==> src/rtl/dead_band_pkg.sv <==
// dead-band stage constants: register map, field layout, reset values, source codes
// assumes a plain register port with 8-bit address and 16-bit data
package dead_band_pkg;

	localparam int ADDR_W = 8;
	localparam int DATA_W = 16;
	localparam int CNT_W  = 10;

	localparam logic [ADDR_W-1:0] OFF_STATUS   = 8'h0e;
	localparam logic [ADDR_W-1:0] OFF_CONTROL  = 8'h0f;
	localparam logic [ADDR_W-1:0] OFF_LE_COUNT = 8'h10;
	localparam logic [ADDR_W-1:0] OFF_TE_COUNT = 8'h11;

	localparam int CTL_OUT_MODE_LSB = 0;
	localparam int CTL_INV_LSB      = 2;
	localparam int CTL_IN_MODE_LSB  = 4;
	localparam int CTL_PRESCALE_LSB = 6;
	localparam int CTL_HALF_CYCLE   = 15;

	localparam logic [DATA_W-1:0] CTL_MASK      = 16'h80ff;
	localparam logic [DATA_W-1:0] CTL_RESET     = 16'h0000;
	localparam logic [CNT_W-1:0]  COUNT_RESET   = 10'h000;
	localparam logic [CNT_W-1:0]  COUNT_MAX     = 10'h3ff;

	localparam logic [1:0] OUT_BYPASS  = 2'b00;
	localparam logic [1:0] OUT_TE_ONLY = 2'b01;
	localparam logic [1:0] OUT_LE_ONLY = 2'b10;
	localparam logic [1:0] OUT_BOTH    = 2'b11;

	typedef enum logic [1:0] {
		SRC_A_BOTH     = 2'b00,
		SRC_B_LE_A_TE  = 2'b01,
		SRC_A_LE_B_TE  = 2'b10,
		SRC_B_BOTH     = 2'b11
	} in_mode_t;

	localparam int PRESCALE_W = 3;

endpackage

==> src/rtl/timebase_divider.sv <==
// time-base tick generator: full-period and half-period enables from clk_sys
// assumes div_sel is a software-held level on the same clock
`timescale 1ns/100ps
`default_nettype none
module timebase_divider
	import dead_band_pkg::*;
(
	input  wire logic       clk_sys,   // system clock
	input  wire logic       srst,      // synchronous reset
	input  wire logic [1:0] div_sel,   // divide by 1, 2, 4 or 8
	output logic            full_tick, // one time-base period
	output logic            half_tick  // every half time-base period, every period with divide by 1
);

	logic [PRESCALE_W-1:0] cnt_r;
	logic [PRESCALE_W-1:0] last;

	assign last      = PRESCALE_W'((4'h1 << div_sel) - 4'h1);
	assign full_tick = (cnt_r >= last);
	// with divide by 1 the half tick cannot be finer than clk_sys
	assign half_tick = full_tick || ((cnt_r == (last >> 1)) && (div_sel != 2'h0));

	always_ff @(posedge clk_sys) begin
		if (srst || full_tick) begin
			cnt_r <= '0;
		end else begin
			cnt_r <= cnt_r + PRESCALE_W'(1);
		end
	end

	AST_HALF_TWICE: assert property (@(posedge clk_sys) disable iff (srst)
		(div_sel == 2'h1) && $stable(div_sel) && full_tick |=>
			((half_tick && !full_tick) || (div_sel != 2'h1)) ##1 (full_tick || (div_sel != 2'h1)))
		else $error("half tick not at twice the time-base rate");

endmodule
`default_nettype wire

==> src/rtl/edge_delay.sv <==
// one edge-delay path: postpones the active edge of src by count ticks
// assumes src is on clk_sys and tick is a one-cycle enable
`timescale 1ns/100ps
`default_nettype none
module edge_delay
	import dead_band_pkg::*;
#(
	parameter logic DELAY_FALL = 1'b0
) (
	input  wire logic             clk_sys, // system clock
	input  wire logic             srst,    // synchronous reset
	input  wire logic             tick,    // counter advance enable
	input  wire logic             src,     // selected source
	input  wire logic [CNT_W-1:0] count,   // delay in ticks
	output logic                  dly_out  // delayed signal
);

	logic             act;
	logic             prev_r;
	logic             out_act_r;
	logic [CNT_W-1:0] cnt_r;
	logic             reached;

	// the falling-edge path works on the inverted source
	assign act     = src ^ DELAY_FALL;
	assign reached = (act == prev_r) ? (cnt_r >= count) : (count == COUNT_RESET);
	assign dly_out = out_act_r ^ DELAY_FALL;

	always_ff @(posedge clk_sys) begin
		if (srst) begin
			prev_r <= DELAY_FALL;
		end else begin
			prev_r <= act;
		end
	end

	always_ff @(posedge clk_sys) begin
		if (srst) begin
			cnt_r <= COUNT_MAX;
		end else if (act != prev_r) begin
			// a tick in the edge cycle is the first delay period, so count n delays n periods
			cnt_r <= (act && tick) ? CNT_W'(1) : COUNT_RESET;
		end else if (act && tick && (cnt_r != COUNT_MAX)) begin
			cnt_r <= cnt_r + CNT_W'(1);
		end
	end

	always_ff @(posedge clk_sys) begin
		if (srst) begin
			out_act_r <= DELAY_FALL;
		end else begin
			out_act_r <= act && reached;
		end
	end

	AST_DLY_RELEASE: assert property (@(posedge clk_sys) disable iff (srst)
		!act |=> !out_act_r)
		else $error("inactive source edge not followed at once");
	AST_DLY_HOLD: assert property (@(posedge clk_sys) disable iff (srst)
		$rose(out_act_r) && (count >= 10'h002) |-> $past(act) && $past(act, 2) && $past(act, 3))
		else $error("delayed edge before count reached");

endmodule
`default_nettype wire

==> src/rtl/dead_band_gen.sv <==
// dead-band stage: source select, edge delays, output mode and inversion
// assumes in_a and in_b come from action-qualifier logic on clk_sys
//
// Notes on behaviour
// - The inputs are the two action-qualifier channel outputs, not counter or compare signals.
// - After reset channel A feeds both the leading-edge and trailing-edge delay paths.
// - Other source codes give A trailing/B leading, A leading/B trailing, and B to both.
// - Half-cycle clocking makes the delay counters advance at twice the time-base rate, except with divide by 1.
// - A two-bit output mode picks trailing delay, leading delay, neither or both.
// - Output mode 00 passes both inputs straight through, ignoring inversion.
// - A two-bit inversion field separately inverts the leading and trailing delayed signals.
// - With both delays, inversion 10 gives active-high and 01 active-low complementary pairs.
// - With both delays, inversion 00 gives an active-high and 11 an active-low pair.
// - Output mode 01 gives A undelayed and B from the trailing-edge path.
// - Output mode 10 gives A from the leading-edge path and B undelayed.
// - The two delay amounts sit in two independent count registers.
// - Each count is 10 bits and counts time-base periods.
// - In half-cycle clocking each delay is count times half a time-base period, or one period with divide by 1.
// - In normal clocking each delay is count times one prescaled time-base period.
//
// Chosen here: strobed register access.
`timescale 1ns/100ps
`default_nettype none
module dead_band_gen
	import dead_band_pkg::*;
(
	input  wire logic              clk_sys,      // system clock, 250 MHz
	input  wire logic              srst,         // synchronous reset, active high
	input  wire logic              in_a,         // channel A from action qualifier
	input  wire logic              in_b,         // channel B from action qualifier
	input  wire logic [ADDR_W-1:0] reg_addr,     // register address
	input  wire logic [DATA_W-1:0] reg_wdata,    // write data
	input  wire logic              reg_wr,       // write strobe
	input  wire logic              reg_rd,       // read strobe
	output logic      [DATA_W-1:0] reg_rdata,    // read data, cycle after reg_rd
	output logic                   pwm_output_a, // output A
	output logic                   pwm_output_b  // output B
);

	////////////////////////////////////////////////////////////////////////////
	// registers

	logic [DATA_W-1:0] dead_band_control_r;
	logic [CNT_W-1:0]  leading_edge_delay_count_r;
	logic [CNT_W-1:0]  trailing_edge_delay_count_r;
	logic [DATA_W-1:0] rdata_r;
	logic [DATA_W-1:0] rdata_nxt;
	logic              out_a_r;
	logic              out_b_r;
	logic              out_a_nxt;
	logic              out_b_nxt;

	logic [1:0]        out_mode;
	logic [1:0]        inversion_select;
	in_mode_t          in_mode;
	logic [1:0]        prescale;
	logic              half_cycle;

	assign out_mode         = dead_band_control_r[CTL_OUT_MODE_LSB +: 2];
	assign inversion_select = dead_band_control_r[CTL_INV_LSB +: 2];
	assign in_mode          = in_mode_t'(dead_band_control_r[CTL_IN_MODE_LSB +: 2]);
	assign prescale         = dead_band_control_r[CTL_PRESCALE_LSB +: 2];
	assign half_cycle       = dead_band_control_r[CTL_HALF_CYCLE];

	function automatic logic hit(input logic [ADDR_W-1:0] a, input logic [ADDR_W-1:0] off);
		hit = (a == off);
	endfunction

	always_ff @(posedge clk_sys) begin
		if (srst) begin
			dead_band_control_r <= CTL_RESET;
		end else if (reg_wr && hit(reg_addr, OFF_CONTROL)) begin
			dead_band_control_r <= reg_wdata & CTL_MASK;
		end
	end

	always_ff @(posedge clk_sys) begin
		if (srst) begin
			leading_edge_delay_count_r <= COUNT_RESET;
		end else if (reg_wr && hit(reg_addr, OFF_LE_COUNT)) begin
			leading_edge_delay_count_r <= reg_wdata[CNT_W-1:0];
		end
	end

	always_ff @(posedge clk_sys) begin
		if (srst) begin
			trailing_edge_delay_count_r <= COUNT_RESET;
		end else if (reg_wr && hit(reg_addr, OFF_TE_COUNT)) begin
			trailing_edge_delay_count_r <= reg_wdata[CNT_W-1:0];
		end
	end

	////////////////////////////////////////////////////////////////////////////
	// time base and delay paths

	logic full_tick;
	logic half_tick;
	logic dly_tick;
	logic le_src;
	logic te_src;
	logic le_dly;
	logic te_dly;
	logic le_pol;
	logic te_pol;

	timebase_divider u_div (
		.clk_sys   (clk_sys),
		.srst      (srst),
		.div_sel   (prescale),
		.full_tick (full_tick),
		.half_tick (half_tick)
	);

	// half-cycle mode doubles the counting rate, halving each count's weight, except with divide by 1
	assign dly_tick = half_cycle ? half_tick : full_tick;

	function automatic logic pick_src(input in_mode_t m, input logic a, input logic b,
		input logic leading);
		case (m)
			SRC_A_BOTH:    pick_src = a;
			SRC_B_LE_A_TE: pick_src = leading ? b : a;
			SRC_A_LE_B_TE: pick_src = leading ? a : b;
			SRC_B_BOTH:    pick_src = b;
			default:       pick_src = a;
		endcase
	endfunction

	assign le_src = pick_src(in_mode, in_a, in_b, 1'b1);
	assign te_src = pick_src(in_mode, in_a, in_b, 1'b0);

	edge_delay #(
		.DELAY_FALL (1'b0)
	) u_le (
		.clk_sys (clk_sys),
		.srst    (srst),
		.tick    (dly_tick),
		.src     (le_src),
		.count   (leading_edge_delay_count_r),
		.dly_out (le_dly)
	);

	edge_delay #(
		.DELAY_FALL (1'b1)
	) u_te (
		.clk_sys (clk_sys),
		.srst    (srst),
		.tick    (dly_tick),
		.src     (te_src),
		.count   (trailing_edge_delay_count_r),
		.dly_out (te_dly)
	);

	////////////////////////////////////////////////////////////////////////////
	// output mode and inversion

	assign le_pol = le_dly ^ inversion_select[0];
	assign te_pol = te_dly ^ inversion_select[1];

	always_comb begin
		out_a_nxt = in_a;
		out_b_nxt = in_b;
		case (out_mode)
			OUT_BYPASS: begin
				out_a_nxt = in_a;
				out_b_nxt = in_b;
			end
			OUT_TE_ONLY: begin
				out_a_nxt = in_a;
				out_b_nxt = te_pol;
			end
			OUT_LE_ONLY: begin
				out_a_nxt = le_pol;
				out_b_nxt = in_b;
			end
			OUT_BOTH: begin
				out_a_nxt = le_pol;
				out_b_nxt = te_pol;
			end
			default: begin
				out_a_nxt = in_a;
				out_b_nxt = in_b;
			end
		endcase
	end

	always_ff @(posedge clk_sys) begin
		if (srst) begin
			out_a_r <= 1'b0;
			out_b_r <= 1'b0;
		end else begin
			out_a_r <= out_a_nxt;
			out_b_r <= out_b_nxt;
		end
	end

	assign pwm_output_a = out_a_r;
	assign pwm_output_b = out_b_r;

	////////////////////////////////////////////////////////////////////////////
	// read path: data only in the cycle after the strobe, zero otherwise

	always_comb begin
		rdata_nxt = '0;
		if (reg_rd) begin
			case (reg_addr)
				OFF_CONTROL:  rdata_nxt = dead_band_control_r;
				OFF_LE_COUNT: rdata_nxt = DATA_W'(leading_edge_delay_count_r);
				OFF_TE_COUNT: rdata_nxt = DATA_W'(trailing_edge_delay_count_r);
				OFF_STATUS:   rdata_nxt = {12'h000, le_dly, te_dly, out_b_r, out_a_r};
				default:      rdata_nxt = '0;
			endcase
		end
	end

	always_ff @(posedge clk_sys) begin
		if (srst) begin
			rdata_r <= '0;
		end else begin
			rdata_r <= rdata_nxt;
		end
	end

	assign reg_rdata = rdata_r;

	////////////////////////////////////////////////////////////////////////////
	// checks

	AST_RESET_SRC: assert property (@(posedge clk_sys)
		srst |=> (in_mode == SRC_A_BOTH) && (out_mode == OUT_BYPASS))
		else $error("control not at default after reset");

	AST_SRC_DEFAULT: assert property (@(posedge clk_sys) disable iff (srst)
		(in_mode == SRC_A_BOTH) |-> (le_src == in_a) && (te_src == in_a))
		else $error("default source not channel A on both paths");

	AST_SRC_SWAP: assert property (@(posedge clk_sys) disable iff (srst)
		(in_mode == SRC_B_LE_A_TE) |-> (le_src == in_b) && (te_src == in_a))
		else $error("source code 01 routes wrong inputs");

	AST_BYPASS: assert property (@(posedge clk_sys) disable iff (srst)
		(out_mode == OUT_BYPASS) |=> (pwm_output_a == $past(in_a))
			&& (pwm_output_b == $past(in_b)))
		else $error("bypass mode does not pass inputs");

	AST_TE_ONLY: assert property (@(posedge clk_sys) disable iff (srst)
		(out_mode == OUT_TE_ONLY) |=> (pwm_output_a == $past(in_a))
			&& (pwm_output_b == $past(te_pol)))
		else $error("mode 01 outputs wrong");

	AST_LE_ONLY: assert property (@(posedge clk_sys) disable iff (srst)
		(out_mode == OUT_LE_ONLY) |=> (pwm_output_a == $past(le_pol))
			&& (pwm_output_b == $past(in_b)))
		else $error("mode 10 outputs wrong");

	AST_HIGH_COMPL: assert property (@(posedge clk_sys) disable iff (srst)
		(out_mode == OUT_BOTH) && (inversion_select == 2'h2) |=>
			(pwm_output_a == $past(le_dly)) && (pwm_output_b == !$past(te_dly)))
		else $error("active-high complementary pair wrong");

	AST_LOW_PAIR: assert property (@(posedge clk_sys) disable iff (srst)
		(out_mode == OUT_BOTH) && (inversion_select == 2'h3) |=>
			(pwm_output_a == !$past(le_dly)) && (pwm_output_b == !$past(te_dly)))
		else $error("active-low pair wrong");

	AST_COUNT_READ: assert property (@(posedge clk_sys) disable iff (srst)
		reg_rd && (reg_addr == OFF_LE_COUNT) |=>
			(reg_rdata[DATA_W-1:CNT_W] == '0) && (reg_rdata[CNT_W-1:0] == $past(leading_edge_delay_count_r)))
		else $error("leading count readback wrong");

	AST_TICK_SEL: assert property (@(posedge clk_sys) disable iff (srst)
		!half_cycle && half_tick && !full_tick |-> !dly_tick)
		else $error("normal clocking advanced on half tick");

	COV_BOTH: cover property (@(posedge clk_sys) disable iff (srst)
		(out_mode == OUT_BOTH) && $rose(pwm_output_a));
	COV_HALF: cover property (@(posedge clk_sys) disable iff (srst)
		half_cycle && $rose(le_dly));
	COV_SRC_B: cover property (@(posedge clk_sys) disable iff (srst)
		(in_mode == SRC_B_BOTH) && $fell(pwm_output_b));

endmodule
`default_nettype wire

==> config.mk <==
export PLATFORM = sky130hd
export DESIGN_NAME = dead_band_gen
export DESIGN_NICKNAME = d
export VERILOG_FILES = /design/src/rtl/dead_band_pkg.sv /design/src/rtl/timebase_divider.sv /design/src/rtl/edge_delay.sv /design/src/rtl/dead_band_gen.sv
export SDC_FILE = /design/constraint.sdc
export NUM_CORES = 1
export LEC_CHECK = 0
export BUFFER_PORTS_ARGS = -buffer_cell sky130_fd_sc_hd__buf_2
export CAP_MARGIN = 0
export CORE_MARGIN = 2
export CORE_UTILIZATION = 59
export CTS_CLUSTER_DIAMETER = 100
export DETAILED_ROUTE_END_ITERATION = 12
export PLACE_DENSITY_LB_ADDON = 0.08
export SYNTH_ARGS = -nofsm -noshare
export SYNTH_HDL_FRONTEND = slang
export SYNTH_HIERARCHICAL = 1
export SYNTH_SLANG_ARGS = --single-unit
==> constraint.sdc <==
create_clock -name clk_sys -period 5.65 [get_ports clk_sys]
set_input_delay 0.8475 -clock clk_sys [delete_from_list [all_inputs] [get_ports clk_sys]]
set_output_delay 0.8475 -clock clk_sys [all_outputs]
set_load 0.01 [all_outputs]
# After elaboration in Yosys (flattened, before gate mapping)
# Index checks and enable logic that the tools add are counted.
[word_totals]
ff_bits = 74
latchBits = 0
ram_bits = 0
mem_bits_ro = 0
input_bits = 30
out_inout_bits = 18
wordCells = 85
mem_count = 0
[classes]
add_sub_neg = 4
mul = 0
div = 0
magnitude_cmp = 3
n_eq_ne = 17
n_shift = 1
mux = 14
n_bitwise = 5
reduce_logical = 28
[ops]
columns = ["op", "count"]
rows = [
  ["one-hot mux 16 bit (4 select lines)", 1],
  ["2-to-1 mux 10 bit", 4],
  ["adder 10 x 1 -> 10 bit, second input constant", 2],
  ["greater-or-equal comparator 10 bit", 2],
  ["logical NOT 10 bit", 2],
  ["!= test 10 bit, second input constant", 2],
  ["OR reduction 2 bit", 9],
  ["equality test 8 x 4 -> 1 bit, second input constant", 2],
  ["equality test 8 x 5 -> 1 bit, second input constant", 2],
  ["logical AND 1 bit", 10],
  ["equality test 2 bit, second input constant", 4],
  ["one-hot mux 1 bit (2 select lines)", 4],
  ["nonzero test 2 bit", 3],
  ["2-to-1 mux 1 bit", 5],
  ["equality test 2 x 1 -> 1 bit, second input constant", 2],
  ["logical NOT 2 bit", 2],
  ["adder 3 x 1 -> 3 bit, second input constant", 1],
  ["equality test 3 x 2 -> 1 bit", 1],
  ["greater-or-equal comparator 3 bit", 1],
  ["NOT 1 bit", 3],
  ["<< shifter 1 x 2 -> 3 bit, first input constant", 1],
  ["subtractor 3 x 1 -> 3 bit, second input constant", 1],
  ["equality test 1 bit", 2],
  ["logical OR 1 bit", 2],
  ["other kinds (2)", 4],
]

# Logic depth before layout (Yosys ltp)
[depth]
depth_word = 10
depth_mapped = 10
ltp_nobuf = 10

# Hierarchy
# The synthesis kept the hierarchy.
[by_module_without_submodules]
columns = ["module", "instances", "cells_each", "area_per_inst_um2", "seq_area_each_um2"]
rows = [
  ["dead_band_gen", 1, 198, 1858.0, 840.8],
  ["edge_delay at u_le", 1, 114, 974.7, 240.2],
  ["edge_delay at u_te", 1, 109, 947.2, 240.2],
  ["timebase_divider", 1, 23, 234.0, 60.1],
]

# Least setup slack after synthesis
# Ideal clock, no wire load.
[synth_timing]
path_kind = "register -> register"
startpoint = "register dead_band_control_r[7]"
endpoint = "register u_te.cnt_r[0]"
setup_ps = 106
arrival_time_ps = 2325
t_required_ps = 5544
setup_slack_ps = 3219
stages_incl_launch_ff = 11
path_buffers = 0
synth_period_minus_slack_ps = 2431
path_cell_list = "dfxtp_1 > or2_2 > ha_1 > nor2b_2 > o21ai_4 > o21bai_1 > mux2_2 > or3b_2 > o21ai_0 > a221oi_1 > o311ai_0"
[synth_between]
word_cells_on_any_way = 13
classes_between = "add/sub (1); order compare (1); eq/ne (1); shift (1); mux (3); reduce/logical (6)"
[synth_lines]
columns = ["element", "line_no", "source"]
rows = [
  ["start, declared", "dead_band_gen.sv:43", "logic [DATA_W-1:0] dead_band_control_r;"],
  ["start signal, assigned", "dead_band_gen.sv:73", "dead_band_control_r <= reg_wdata & CTL_MASK;"],
  ["<< shifter 1 x 2 -> 3 bit (*)", "timebase_divider.sv:18", "assign last = PRESCALE_W'((4'h1 << div_sel) - 4'h1);"],
  ["subtractor 3 x 1 -> 3 bit (*)", "timebase_divider.sv:18", ""],
  ["greater-or-equal comparator 3 bit (*)", "timebase_divider.sv:19", "assign full_tick = (cnt_r >= last);"],
  ["via full_tick", "dead_band_gen.sv:96", "logic full_tick;"],
  ["logical OR 1 bit (*)", "timebase_divider.sv:21", "assign half_tick = full_tick || ((cnt_r == (last >> 1)) && (div_sel != 2'h0));"],
  ["via half_tick", "dead_band_gen.sv:97", "logic half_tick;"],
  ["2-to-1 mux 1 bit (*)", "dead_band_gen.sv:115", "assign dly_tick = half_cycle ? half_tick : full_tick;"],
  ["via dly_tick", "dead_band_gen.sv:98", "logic dly_tick;"],
  ["logical AND 1 bit (*)", "edge_delay.sv:42, edge_delay.sv:43", ""],
  ["2-to-1 mux 1 bit or logical AND 1 bit (tied branches)", "edge_delay.sv:42, edge_delay.sv:43", ""],
  ["2-to-1 mux 10 bit or nonzero test 2 bit (tied branches)", "--", ""],
  ["end signal, assigned", "edge_delay.sv:42", "cnt_r <= (act && tick) ? CNT_W'(1) : COUNT_RESET;"],
  ["end signal, assigned", "edge_delay.sv:44", "cnt_r <= cnt_r + CNT_W'(1);"],
  ["end, declared", "edge_delay.sv:21", "logic [CNT_W-1:0] cnt_r;"],
]
# The timed path passes the listed nets; every way through them passes the cells marked *.
# A chain may end at the register's enable or synchronous reset.

# Worst setup path after layout
[layout_timing]
startpoint = "input port reg_addr[0]"
endpoint = "register trailing_edge_delay_count_r[4]"
[layout_between]
elab_chain_len = 2
[layout_rtl]
columns = ["element", "line_no", "source"]
rows = [
  ["start, declared", "dead_band_gen.sv:31", "input wire logic [ADDR_W-1:0] reg_addr,"],
  ["equality test 8 x 5 -> 1 bit", "dead_band_gen.sv:66", "hit = (a == off);"],
  ["logical AND 1 bit", "dead_band_gen.sv:88", "end else if (reg_wr && hit(reg_addr, OFF_TE_COUNT)) begin"],
  ["end signal, assigned", "dead_band_gen.sv:89", "trailing_edge_delay_count_r <= reg_wdata[CNT_W-1:0];"],
  ["end, declared", "dead_band_gen.sv:45", "logic [CNT_W-1:0] trailing_edge_delay_count_r;"],
]
# No other way between the ends.

==> flow_summary.ini <==
[status]
status = finished, final reports clean

[pwr]
p_leak_nw = 1.71
vdd_drop_max_mv = 0.167
p_per_area_nw_per_um2 = 243

[cells_and_area]
insertedDiodeCount = 0
fill_cells = 613
area_growth_pct = 9.04
final_area_um2 = 4380
final_nets = 527
drive_above_1_share = 0.176

[critical_path]
crit_start = reg_addr[0]
end_kind = flop
worst-setup-path-type = input port to flop
cp.arrival_ns = 3.12
r2r_end = u_te/cnt_r[8]$_SDFFE_PP1P_
worst-path-max-fanout = 27
critPathLaunchType = input port
endpoint = trailing_edge_delay_count_r[4]$_SDFFE_PP0P_
worstPathRequired_ns = 5.93
r2r-start = dead_band_control_r[7]$_SDFFE_PP0P_
r2r_cells = 10
rrSetupSlack_ns = 2.93

[global_routing]
antenna_found_initial = 0
grt_usage = 0.281
grt_pass1_vias = 3335
gr-total-overflow = 0
grt_pass1_wl_mm = 16.5
grt_max_degree = 35

[cts]
clk_pin_slew_ns = 0.08
cts_setup_buffers = 0
cts_made_buffers = 9
holdBufCountCts = 0
htreeDepth = 3
clockBufferDepth = 2
clk_latency_ns = 0.36
tritoncts = built
cts_resized = 0
cts.sinks = 69
root_buffer = clkbuf_8

[placement]
dp_hpwl_mm = 6.96
port_buffers = 37
placed_cell_area_um2 = 4190
pre_cts_slack_ns = 2.53
gp_congestion = 0.855

[timing]
fin_skew_ns = 0.0102
worst_pin_slew_ns = 1.02
period_minus_slack_ns = 2.84
grt_setup_unrepaired = no
maxSlewHeadroom = 0.315
fin_crit_sh = 0.502
setup_violations = 0
slew_viol_final = 0
tns_ns = 0
setup_slack_ns = 2.81
finalHoldViolCount = 0
max_clock_freq_ghz = 0.353

[synthesis]
ys_seq_elements = 69
yosys_warnings = 6
syn_area_um2 = 4010
synth_ff_type = dfxtp_1
seq_area_frac_synth = 0.344
synthArstFlopShare = 0
syn_area_per_cell_um2 = 9.04
ys_types = 71
syn_inst = 444
synth-edff-count = 0

[floorplanning]
die_area_um2 = 7480
initial_core_util = 0.601
die_w_um = 86.5
ios = 48
placementRows = 30
core_region_area_um2 = 6680
chipHeight_um = 86.5

[detailed_routing]
drt_wl_total_mm = 9.92
drcViolationCount = 0
drtAntennaViolNets = 0
first_pass_iters = 5
via_count = 3550
first_iter_violations = 244
wl_per_cell_um = 17.8
via_per_inst = 6.38

[flow_run]
maxCapViolCount = 0

[worst_hold_path]
min_path_type = flop to flop
==> cells in the mapped netlist, drive strengths merged, types with 4 or more instances <==
cell type	n	area share
mux2i	21	0.052
nand3	19	0.029
nor4	4	0.0062
nand4	18	0.028
or4	6	0.011
a32oi	4	0.0087
a311o	4	0.010
or3	5	0.0081
inv	31	0.029
a31oi	5	0.0078
o21ai	14	0.020
xnor2	8	0.017
a211o	5	0.011
ha	26	0.081
nand2b	4	0.0062
buf	13	0.023
a21oi	19	0.025
nand2	38	0.036
dfxtp	69	0.34
nor2b	5	0.0084
a221oi	5	0.011
nor3	11	0.015
mux2	7	0.020
clkbuf	14	0.013
nor2	14	0.014
o31ai	12	0.026
a21o	5	0.0097
a211oi	12	0.022
==> registers in the layout, indices dropped and copies added (netlist names), 3 cells and up <==
register                     flops
reg_rdata                       11
leading_edge_delay_count_r      10
trailing_edge_delay_count_r     10
u_le/cnt_r                      10
u_te/cnt_r                      10
dead_band_control_r              9
u_div/cnt_r                      3
==> where the power goes <==
| part | internal, W | total (W) | switching, W |
|---|---|---|---|
| sequential | 0.000504 | 0.000535 | 0.0000310 |
| combinational | 0.0000610 | 0.000149 | 0.0000879 |
| clock | 0.000174 | 0.000381 | 0.000207 |
==> cell families (layout without fill, tap and decap cells) <==
group                      after synthesis  count (layout)  share of synthesized area
DFF                                     69              69                      0.344
AOI/OAI and AO/OA                      109             109                      0.204
xor gates and xnor gates                 9               9                     0.0215
muxes                                   28              28                     0.0720
buffers and inverters                   60              88                     0.0680
other                                    1               5                   0.000934
and+or+nand+nor                        142             142                      0.208
adders and majority gates               26              26                     0.0810
==> area by class of cell <==
| type | count | area [um^2] | area share |
|---|---|---|---|
| clock inverters | 6 | 46.3 | 0.0106 |
| flip-flops and latches | 69 | 1380 | 0.316 |
| well taps | 80 | 100 | 0.0229 |
| repair buffers | 40 | 208 | 0.0475 |
| inverters | 32 | 120 | 0.0274 |
| clock buffers | 10 | 138 | 0.0314 |
| multi-input cells | 319 | 2380 | 0.545 |
==> how the worst min path moves through the flow <==
stage | start | endpoint | depth (start not counted)
2_1_floorplan | dead_band_control_r[15]$_SDFFE_PP0P_ | reg_rdata[15]$_SDFF_PP0_ | 2
3_3_place_gp | pwm_output_b$_SDFF_PP0_ | reg_rdata[1]$_SDFF_PP0_ | 2
3_5_place_dp | pwm_output_b$_SDFF_PP0_ | reg_rdata[1]$_SDFF_PP0_ | 2
4_1_cts | pwm_output_b$_SDFF_PP0_ | reg_rdata[1]$_SDFF_PP0_ | 2
5_1_grt | pwm_output_a$_SDFF_PP0_ | reg_rdata[0]$_SDFF_PP0_ | 2
6_report | pwm_output_b$_SDFF_PP0_ | reg_rdata[1]$_SDFF_PP0_ | 2
==> layer usage <==
metal | routed length (um) | GRT usage
met4 | 131 | 0.0923
met1 | 4520 | 0.387
met2 | 4740 | 0.437
met5 | 0 | 0
met3 | 524 | 0.0619
==> critical path: stages <==
cell and delay, ns:
buf_2 0.44, clkinv_1 0.58, nor3_2 0.98, mux2i_1 0.26
==> metrics by stage <==
stage	instances	total power [W]	utilization	hold slack [ns]
6_report	556	0.00107	0.655	0.482
5_1_grt	556	0.00111	0.655	0.496
4_1_cts	556	0.00107	0.655	0.480
3_5_place_dp	540	0.000692	0.628	0.468
3_3_place_gp	540	0.000686	0.628	0.467
2_1_floorplan	448	0.000650	-	0.440
==> placed cells by master, fill, tap and decap left out, types with 3 or more instances in the layout <==
| cell | netlist | final |
|---|---|---|
| nor3_1 | 10 | 10 |
| o31ai_1 | 11 | 11 |
| nand2b_1 | 4 | 4 |
| a32oi_1 | 4 | 4 |
| conb_1 | 1 | 5 |
| nor2_1 | 13 | 13 |
| ha_1 | 26 | 26 |
| nor2b_1 | 4 | 4 |
| a211oi_1 | 12 | 12 |
| buf_4 | 8 | 3 |
| nand3_1 | 16 | 16 |
| mux2_2 | 7 | 7 |
| clkbuf_8 | 0 | 10 |
| a311o_1 | 4 | 4 |
| o311a_1 | 3 | 3 |
| or3_1 | 4 | 4 |
| nor4_1 | 4 | 4 |
| a21o_1 | 4 | 4 |
| xnor2_1 | 8 | 8 |
| nand4_1 | 18 | 18 |
| a31oi_1 | 5 | 5 |
| mux2i_1 | 21 | 21 |
| buf_2 | 4 | 37 |
| o21ai_0 | 13 | 13 |
| a211o_1 | 5 | 5 |
| o311ai_0 | 3 | 3 |
| dfxtp_1 | 69 | 69 |
| nand2_1 | 38 | 38 |
| inv_1 | 31 | 31 |
| o211ai_1 | 3 | 3 |
| a311oi_1 | 3 | 3 |
| or4_1 | 6 | 6 |
| a21oi_1 | 18 | 18 |
| a221oi_1 | 5 | 5 |
Note: power is estimated with default switching activity, not from simulation.
